===== config.mk =====
export PLATFORM = sky130hd
export DESIGN_NAME = oag_addr_gen
export DESIGN_NICKNAME = d
export VERILOG_FILES = /design/src/oag_pkg.sv /design/src/oag_addr_gen.sv /design/src/oag_rel_adder.sv
export SDC_FILE = /design/constraint.sdc
export NUM_CORES = 1
export LEC_CHECK = 0
export BUFFER_PORTS_ARGS = -buffer_cell sky130_fd_sc_hd__buf_2
export CAP_MARGIN = 20
export CORE_MARGIN = 2
export CORE_UTILIZATION = 49
export DETAILED_ROUTE_END_ITERATION = 8
export HOLD_SLACK_MARGIN = 0.1
export PLACE_DENSITY = 0.88
export SLEW_MARGIN = 40
export SYNTH_ARGS = -nofsm -noshare
export SYNTH_HDL_FRONTEND = slang
export SYNTH_SLANG_ARGS = --single-unit

===== constraint.sdc =====
create_clock -name clk -period 1.75 [get_ports clk]
set_input_delay 0.0875 -clock clk [delete_from_list [all_inputs] [get_ports clk]]
set_output_delay 0.0875 -clock clk [all_outputs]
set_load 0.05 [all_outputs]

===== src/oag_pkg.sv =====
/*
   Package for the operand address generator: addressing modes, fixed
   address parts, instruction lengths and the carrier structs.
   Assumes a 16-bit address space and an 8-bit data path.
*/
package oag_pkg;

   // ----------------------------------------------------------------
   // Modes and widths
   // ----------------------------------------------------------------
   typedef enum logic [2:0] {
      OAG_INH,
      OAG_IMM,
      OAG_DIR,
      OAG_EXT,
      OAG_IX0,
      OAG_IX1,
      OAG_IX2,
      OAG_REL
   } oag_mode_t;

   localparam int          OAG_AW         = 16;
   localparam logic [7:0]  OAG_PAGE0_HI   = 8'h00;
   localparam logic [15:0] OAG_RST_ADDR   = 16'h0000;
   localparam logic [1:0]  OAG_LEN_ONE    = 2'h1;
   localparam logic [1:0]  OAG_LEN_TWO    = 2'h2;
   localparam logic [1:0]  OAG_LEN_THREE  = 2'h3;
   localparam logic [1:0]  OAG_LEN_RST    = 2'h0;

   // ----------------------------------------------------------------
   // Carriers
   // ----------------------------------------------------------------
   typedef struct packed {
      oag_mode_t   mode;
      logic        bit_branch;
      logic        cond;
      logic [7:0]  op1;
      logic [7:0]  op2;
      logic [7:0]  index;
      logic [15:0] pc;
   } oag_req_t;

   typedef struct packed {
      logic        ea_valid;
      logic [15:0] ea;
      logic        imm_valid;
      logic [7:0]  imm;
      logic [1:0]  length;
      logic        taken;
      logic [15:0] next_pc;
      logic [15:0] target;
   } oag_rsp_t;

endpackage


===== src/oag_addr_gen.sv =====
/*
   Operand and branch-target address generator for an 8-bit CPU.
   Assumes the CPU presents an already fetched instruction with its
   operand bytes, index register and program counter in one cycle;
   pc is the address of the opcode. Results appear one cycle later.
*/
`timescale 1ns/100ps

// Function
// [RULE1] Inherent instructions are one byte and form no operand address.
// [RULE2] Immediate instructions are two bytes and hand the literal byte on with no address.
// [RULE3] Direct instructions are two bytes, the second byte low and the high byte zero.
// [RULE4] Bit test and branch is three bytes, direct operand via byte two, relative via byte three.
// [RULE5] Extended instructions are three bytes, byte two high and byte three low address.
// [RULE6] Indexed no offset is one byte, index low and high zero, within 0000 to 00FF.
// [RULE7] Indexed 8-bit offset is two bytes, unsigned index plus byte, up to 01FE.
// [RULE8] Indexed 16-bit offset is three bytes, index plus offset given high byte first.
// [RULE9] Relative addressing is for branches, taken adds the byte, else the next instruction.
// [RULE10] The displacement is two's complement from the next address, reach -128 to +127.
// [RULE11] The 16-bit indexed sum wraps modulo the 16-bit address space.
module oag_addr_gen (
   input  wire logic             clk,
   input  wire logic             rst_b,
   input  wire logic             req_valid,
   input  wire oag_pkg::oag_req_t req,
   output logic                  rsp_valid,
   output oag_pkg::oag_rsp_t     rsp
);
   import oag_pkg::*;

   // ----------------------------------------------------------------
   // Reset release
   // ----------------------------------------------------------------
   logic rst_s1_q;
   logic rst_s2_q;

   always_ff @(posedge clk or negedge rst_b) begin
      if (!rst_b) begin
         rst_s1_q <= 1'b0;
         rst_s2_q <= 1'b0;
      end else begin
         rst_s1_q <= 1'b1;
         rst_s2_q <= rst_s1_q;
      end
   end

   // ----------------------------------------------------------------
   // Decode
   // ----------------------------------------------------------------
   logic     [15:0] rel_target;
   logic     [15:0] rel_base;
   logic     [7:0]  rel_disp;
   logic     [16:0] ix2_sum;
   oag_rsp_t        rsp_d;
   oag_rsp_t        rsp_q;
   logic            rsp_valid_d;
   logic            rsp_valid_q;

   oag_rel_adder u_rel (
      .base   (rel_base),
      .disp   (rel_disp),
      .target (rel_target)
   );

   always_comb begin
      rsp_d       = '0;
      rel_base    = req.pc;
      rel_disp    = req.op1;
      ix2_sum     = {1'b0, req.op1, req.op2} + {9'h000, req.index};
      rsp_valid_d = req_valid;
      case (req.mode)
         OAG_INH: begin
            rsp_d.length = OAG_LEN_ONE;                                  // see [RULE1]
         end
         OAG_IMM: begin
            rsp_d.length    = OAG_LEN_TWO;                               // see [RULE2]
            rsp_d.imm_valid = 1'b1;                                      // see [RULE2]
            rsp_d.imm       = req.op1;
         end
         OAG_DIR: begin
            rsp_d.ea_valid = 1'b1;
            rsp_d.ea       = {OAG_PAGE0_HI, req.op1};                    // see [RULE3]
            if (req.bit_branch) begin
               rsp_d.length = OAG_LEN_THREE;                             // see [RULE4]
               rel_disp     = req.op2;                                   // see [RULE4]
            end else begin
               rsp_d.length = OAG_LEN_TWO;                               // see [RULE3]
            end
         end
         OAG_EXT: begin
            rsp_d.length   = OAG_LEN_THREE;                              // see [RULE5]
            rsp_d.ea_valid = 1'b1;
            rsp_d.ea       = {req.op1, req.op2};                         // see [RULE5]
         end
         OAG_IX0: begin
            rsp_d.length   = OAG_LEN_ONE;                                // see [RULE6]
            rsp_d.ea_valid = 1'b1;
            rsp_d.ea       = {OAG_PAGE0_HI, req.index};                  // see [RULE6]
         end
         OAG_IX1: begin
            rsp_d.length   = OAG_LEN_TWO;                                // see [RULE7]
            rsp_d.ea_valid = 1'b1;
            rsp_d.ea       = {8'h00, req.op1} + {8'h00, req.index};      // see [RULE7]
         end
         OAG_IX2: begin
            rsp_d.length   = OAG_LEN_THREE;                              // see [RULE8]
            rsp_d.ea_valid = 1'b1;
            rsp_d.ea       = ix2_sum[15:0];                              // see [RULE11]
         end
         OAG_REL: begin
            rsp_d.length = OAG_LEN_TWO;                                  // see [RULE9]
         end
         default: begin
            rsp_d.length = OAG_LEN_ONE;
         end
      endcase
      rsp_d.next_pc = req.pc + {14'h0000, rsp_d.length};
      rel_base      = rsp_d.next_pc;                                     // see [RULE10]
      if (req.mode == OAG_REL || (req.mode == OAG_DIR && req.bit_branch)) begin
         rsp_d.target = rel_target;                                      // see [RULE10]
         rsp_d.taken  = req.cond;                                        // see [RULE9]
      end else begin
         rsp_d.target = rsp_d.next_pc;
      end
   end

   always_ff @(posedge clk or negedge rst_s2_q) begin
      if (!rst_s2_q) begin
         rsp_q       <= '0;
         rsp_valid_q <= 1'b0;
      end else begin
         rsp_q       <= rsp_d;
         rsp_valid_q <= rsp_valid_d;
      end
   end

   assign rsp       = rsp_q;
   assign rsp_valid = rsp_valid_q;

   // ----------------------------------------------------------------
   // Checks
   // ----------------------------------------------------------------
   inh_no_addr_a: assert property (@(posedge clk) disable iff (!rst_s2_q) // see [RULE1]
      req_valid && req.mode == OAG_INH |=> !rsp.ea_valid && rsp.length == 2'h1)
      else $error("inherent produced an address or wrong length");

   imm_pass_a: assert property (@(posedge clk) disable iff (!rst_s2_q) // see [RULE2]
      req_valid && req.mode == OAG_IMM |=>
         !rsp.ea_valid && rsp.imm_valid && rsp.imm == $past(req.op1) && rsp.length == 2'h2)
      else $error("immediate decode wrong");

   dir_page0_a: assert property (@(posedge clk) disable iff (!rst_s2_q) // see [RULE3]
      req_valid && req.mode == OAG_DIR |=>
         rsp.ea == {8'h00, $past(req.op1)} && rsp.ea_valid)
      else $error("direct address wrong");

   bit_branch_a: assert property (@(posedge clk) disable iff (!rst_s2_q) // see [RULE4]
      req_valid && req.mode == OAG_DIR && req.bit_branch |=> rsp.length == 2'h3
         && rsp.target == $past(req.pc) + 16'h0003 + {{8{$past(req.op2[7])}}, $past(req.op2)})
      else $error("bit branch decode wrong");

   ext_order_a: assert property (@(posedge clk) disable iff (!rst_s2_q) // see [RULE5]
      req_valid && req.mode == OAG_EXT |=>
         rsp.ea == {$past(req.op1), $past(req.op2)} && rsp.length == 2'h3)
      else $error("extended address wrong");

   ix0_page0_a: assert property (@(posedge clk) disable iff (!rst_s2_q) // see [RULE6]
      req_valid && req.mode == OAG_IX0 |=> rsp.ea <= 16'h00FF && rsp.length == 2'h1)
      else $error("indexed no offset out of page");

   ix1_sum_a: assert property (@(posedge clk) disable iff (!rst_s2_q) // see [RULE7]
      req_valid && req.mode == OAG_IX1 |=> rsp.ea <= 16'h01FE
         && rsp.ea == {8'h00, $past(req.op1)} + {8'h00, $past(req.index)})
      else $error("indexed 8-bit sum wrong");

   ix2_wrap_a: assert property (@(posedge clk) disable iff (!rst_s2_q) // see [RULE8]
      req_valid && req.mode == OAG_IX2 |=>
         rsp.ea == 16'({$past(req.op1), $past(req.op2)} + {8'h00, $past(req.index)}))
      else $error("indexed 16-bit sum wrong");

   rel_taken_a: assert property (@(posedge clk) disable iff (!rst_s2_q) // see [RULE9]
      req_valid && req.mode == OAG_REL |=> rsp.taken == $past(req.cond)
         && rsp.next_pc == $past(req.pc) + 16'h0002)
      else $error("branch decision wrong");

   rel_span_a: assert property (@(posedge clk) disable iff (!rst_s2_q) // see [RULE10]
      rsp_valid && rsp.taken |-> (rsp.target - rsp.next_pc) <= 16'h007F
         || (rsp.target - rsp.next_pc) >= 16'hFF80)
      else $error("branch reach out of span");

   ext_seen_c: cover property (@(posedge clk) req_valid && req.mode == OAG_EXT);
   taken_back_c: cover property (@(posedge clk) rsp_valid && rsp.taken && rsp.target < rsp.next_pc);
   ix2_wrap_c: cover property (@(posedge clk) req_valid && req.mode == OAG_IX2 && ix2_sum[16]);
   bit_br_c: cover property (@(posedge clk) req_valid && req.mode == OAG_DIR && req.bit_branch);

endmodule // oag_addr_gen


===== src/oag_rel_adder.sv =====
/*
   Relative branch target adder: next address plus a signed byte.
   Assumes combinational use by the address generator on one clock.
*/
`timescale 1ns/100ps

module oag_rel_adder (
   input  wire logic [15:0] base,
   input  wire logic [7:0]  disp,
   output logic      [15:0] target
);
   import oag_pkg::*;

   // ----------------------------------------------------------------
   // Sign extend and add
   // ----------------------------------------------------------------
   always_comb begin
      target = base + {{8{disp[7]}}, disp};
   end

endmodule // oag_rel_adder


After elaboration in Yosys (flattened, before gate mapping)
Index checks and enable logic that the tools add are counted.
{"block": "classes", "n_shift": 0, "n_mul": 0, "bitwise_logic": 0, "div": 0, "n_mux": 8, "n_eq_ne": 7, "reduce_logical": 6, "order_cmp": 0, "n_addsub": 4}
{"cell": "one-hot mux 17 bit (5 select lines)", "n": 1}
{"cell": "adder 16 bit", "n": 1}
{"cell": "adder 16 x 2 -> 16 bit", "n": 1}
{"cell": "adder 16 x 8 -> 16 bit", "n": 1}
{"cell": "two-way mux 16 bit", "n": 1}
{"cell": "two-way mux 8 bit", "n": 2}
{"cell": "equality test 3 bit, second input constant", "n": 4}
{"cell": "adder 8 x 8 -> 9 bit", "n": 1}
{"cell": "two-way mux 9 bit", "n": 1}
{"cell": "one-hot mux 2 bit (4 select lines)", "n": 1}
{"cell": "equality test 3 x 2 -> 1 bit, second input constant", "n": 2}
{"cell": "OR reduction 2 bit", "n": 2}
{"cell": "equality test 3 x 1 -> 1 bit, second input constant", "n": 1}
{"cell": "logical NOT 3 bit", "n": 1}
{"cell": "OR reduction 3 bit", "n": 1}
{"cell": "two-way mux 1 bit", "n": 2}
{"cell": "logical AND 1 bit", "n": 1}
{"cell": "logical OR 1 bit", "n": 1}
{"block": "totals", "latchBits": 0, "out_inout_bits": 62, "memories": 0, "in_bits": 48, "mem_bits_ro": 0, "mem_bits_rw": 0, "regBits": 64}

Logic depth before layout (Yosys ltp)
{"block": "logic_depth", "ltp_word": 6, "ltp_mapped": 20}

Modules after synthesis
Synthesis repeated with hierarchy kept, for this count alone.
{"block": "unflattened", "hier_cells": 442, "area_unflattened_um2": 4404.2}
{"module": "oag_addr_gen", "area_per_inst_um2": 3598.5, "cells_per_inst": 338, "seq_area_each_um2": 1601.5, "instances": 1}
{"module": "oag_rel_adder", "area_per_inst_um2": 805.8, "cells_per_inst": 104, "seq_area_each_um2": 0.0, "instances": 1}

Worst setup path after synthesis
OpenSTA, ideal clock, no wires.
{"block": "synth_path", "path_type": "input to register", "start": "in req[42] in the netlist's numbering", "end": "reg rsp_q (netlist bit rsp[15])", "stages": 19, "setup_ps": 94, "path_slack_ps": -2195, "t_arrival_ps": 3851, "cell_sequence": "clkbuf_1 -> clkbuf_1 -> nor2_1 -> mux2i_1 -> ha_1 -> inv_1 -> fa_1 -> nand3b_1 -> nor2_1 -> nand4_1 -> xnor2_1 -> ha_1 -> nand3_1 -> nand3b_1 -> a21oi_1 -> nor3_1 -> a311oi_1 -> o2111ai_1 -> a221oi_2"}
{"item": "start, declared", "line": "oag_addr_gen.sv:25", "rtl": "input wire oag_pkg::oag_req_t req,"}
{"item": "end signal, assigned", "line": "oag_addr_gen.sv:132", "rtl": "rsp_q <= rsp_d;"}
{"item": "end, declared", "line": "oag_addr_gen.sv:55", "rtl": "oag_rsp_t rsp_q;"}

==> impl_metrics.csv <==
group,metric,value,unit
logic_synthesis,synth_enable_flop_cells,0,
logic_synthesis,synthFlopType,"dfrtp_1",
setup_path,cp_data_arrival_time,3.93,ns
logic_synthesis,netlist_area,4240,µm²
setup_path,slowest_stage,"fa_2",
setup_path,path_cells,"buf_6 -> nor2b_4 -> mux2i_2 -> ha_2 -> inv_2 -> fa_2 -> nand3b_1 -> buf_6 -> nor2_4 -> buf_4 -> nand3_2 -> xnor2_2 -> ha_2 -> or2_4 -> nand3_2 -> nand4_1 -> mux2i_1 -> a311oi_1 -> o2111ai_1 -> a221oi_2",
timing,finalSetupTns,-24.11,ns
cts,cts_tree,"done",
cts,cts_max_path_buffers,2,
detailed_routing,wl_per_cell,24.5,µm
setup_path,crit_buf_inv,4,
timing,max_slew_margin,58.5,%
finish,antenna_cells,0,
timing,min_period,3.66,ns
detailed_routing,first_pass_iters,6,
cts,cts.htree.levels,3,
power_and_ir_drop,power,5520,µW
setup_path,start_kind,"primary input",
timing,skew,0.0119,ns
logic_synthesis,yosysSeqAreaShare,37.7,%
finish,final_nets,789,
setup_path,cp_max_fo,4,
placement,dp_hpwl,10.2,mm
die,die_height,97.1,µm
die,num_rows,33,
outcome,status,"finished with violations",
placement,placed_cell_area,5790,µm²
power_and_ir_drop,powerDensity,791,nW/µm²
placement,gp_congestion,0.917,
finish,num-fill-cells,425,
timing,post-route-period-util,209,%
die,core,8300,µm²
finish,layout-drive-gt1-share,53.2,%
job,max_cap_viol_count,0,
timing,setup_viol,34,
setup_path,cpLargestDelayFamily,"simple AND/OR/NAND/NOR gates",
die,fp.dieArea,9420,µm²
detailed_routing,drtIter0Drc,682,
logic_synthesis,synth.most_common_cell,"dfrtp_1",
finish,stdcell_area,6970,µm²
detailed_routing,antenna_left,0,
logic_synthesis,syn-instance-count,441,
timing,tightest_slew,0.617,ns
logic_synthesis,synth_nets,525,
logic_synthesis,async_flop_share,100,%
global_route,grt_start_max_net_pins,63,
detailed_routing,wirelength,20.0,mm
global_route,grt.total_usage,36.2,%
logic_synthesis,synthTopCellsByCount,"64 x dfrtp_1, 38 x a21oi_1, 32 x ha_1",
logic_synthesis,synth_cell_types,65,
setup_path,required,2.02,ns
logic_synthesis,synth_warnings,0,
power_and_ir_drop,peakVddDrop,539,µV
timing,hold_viol_final,0,
timing,fmaxAchievable,273,MHz
logic_synthesis,yosys.area.top_type,"dfrtp_1",
logic_synthesis,yosys.area.top_type_share,37.7,%
global_route,grt_pass1_vias,5211,
outcome,violations,"setup timing",
timing,maxSlewViolCount,0,
finish,area_growth,64.3,%
logic_synthesis,netlist_top_cells_area,"dfrtp_1 38%, ha_1 9.4%, xnor2_1 5.4%, a21oi_1 4.5%, o21ai_0 3.1%",
die,pin_count,110,
detailed_routing,viasPerCell,6.63,
detailed_routing,post-route-drc-count,0,
cts,clk_latency,0.36,ns
placement,dp_cells,750,
finish,finalNonFillerCells,815,
power_and_ir_drop,power.leakage,0.00335,µW
die,die_w,97.1,µm
die,initial_core_util,51.1,%
global_route,gr-total-overflow,0,
global_route,antenna_found_initial,0,
cts,cts_root_buffer,"clkbuf_8",
logic_synthesis,avgSynthCellArea,9.62,µm²
detailed_routing,vias,5407,
setup_path,critPathMaxStageDelay,0.38,ns
setup_path,crit_type,"primary input to register",
cts,numCtsBuffers,9,
placement,io_buffer_count,109,
timing,setup_slack,-1.91,ns
timing,rsz0062_at_grt,"yes",
logic_synthesis,ys_ff_latch,64,
cts,clkSinkCount,64,
worst_hold_path,hold_class,"primary input to register",
timing,hold_ws,0.123,ns
global_route,grt_pass1_wl,26.8,mm
setup_path,cp-end-kind,"register",
cts,clkTransAtPathRegs,0.08,ns
[cell type report]
cell class	instances	area, µm²	share of cell area [%]
flip-flops and latches	64	1600	23.0
well taps	105	131	1.88
clock buffers	10	128	1.83
repair buffers	268	1870	26.8
inverters	14	52.6	0.754
clock inverters	6	70.1	1.01
multi-input cells	348	3120	44.7
[stage by stage]
step	utilization (%)	setup WS [ns]
2_1_floorplan	-	-1.75
3_3_place_gp	69.7	-1.76
3_5_place_dp	69.7	-2.13
4_1_cts	79.2	-1.50
5_1_grt	84.0	-1.88
6_report	84.0	-1.91
[cells in the final DEF (no fill, tap or decap), types with 9 or more instances in the layout]
| cell type | Yosys | final |
|---|---|---|
| buf_4 | 1 | 130 |
| buf_2 | 1 | 106 |
| dfrtp_1 | 64 | 63 |
| nand2_1 | 31 | 30 |
| ha_1 | 32 | 23 |
| nor2_1 | 26 | 22 |
| a21oi_2 | 1 | 20 |
| xnor2_1 | 26 | 16 |
| a21oi_1 | 38 | 16 |
| and2_1 | 14 | 14 |
| o21ai_0 | 26 | 14 |
| dlygate4sd3_1 | 0 | 14 |
| buf_6 | 1 | 14 |
| a21o_1 | 11 | 11 |
| xor2_1 | 12 | 10 |
| nand4_1 | 9 | 9 |
| inv_1 | 13 | 9 |
| o21ai_1 | 1 | 9 |
| clkbuf_8 | 0 | 9 |
[timing repair]
item | in CTS | in global routing
buffers inserted | 18 | 24
hold endpoints to repair | 15 | 0
pin swaps | 54 | 43
hold buffers | 14 | 0
endpoints found under the setup margin | 30 | 36
resized for setup | 58 | 57
[state kept, by name, indices dropped and copies added (netlist names)]
signal,count
rsp,61
rsp_valid,1
rst_s1_q,1
rst_s2_q,1
[metal layers]
metal / global-route usage, % / up-vias / wire length (µm)
met4: 26.7 / 0 / 1810
met1: 41.9 / 2504 / 6940
met3: 8.35 / 209 / 2350
met5: 0 / - / 0
met2: 58.4 / 573 / 8860
li1: - / 2121 / -
[logic make-up (layout without fill, tap and decap cells)]
family / count (synthesis) / in the layout / share of synthesized area (%)
multiplexers: 15 / 15 / 4.01
XOR/XNOR: 39 / 39 / 8.23
flip-flops: 64 / 64 / 37.7
adder cells (fa/ha/maj): 37 / 37 / 11.6
AO/OA/AOI/OAI: 117 / 117 / 17.9
other: 1 / 1 / 0.0884
buffers and inverters: 29 / 298 / 2.86
AND/OR/NAND/NOR: 139 / 139 / 17.6
[final timing paths]
kind	end	cells after the start	startpoint	slack (ns)
max reg2reg	rsp[47]	1	rst_s2_q	1.21
max	rsp[15]	20	req[43]	-1.91
min reg2reg	rsp[26]	1	rst_s2_q	0.27
min in group asynchronous	rsp[26]	1	rst_s2_q	0.27
max in group asynchronous	rst_s2_q	3	rst_b	1.04
min	rsp[55]	3	req[35]	0.12
[where the power goes]
part | total, µW | switching, µW | internal, µW | leakage, µW
clock network | 1330 | 665 | 663 | 0.0000887
registers | 1650 | 46.9 | 1600 | 0.000785
logic | 2540 | 1550 | 990 | 0.00248
No activity file was read; power rests on OpenSTA's default activity.
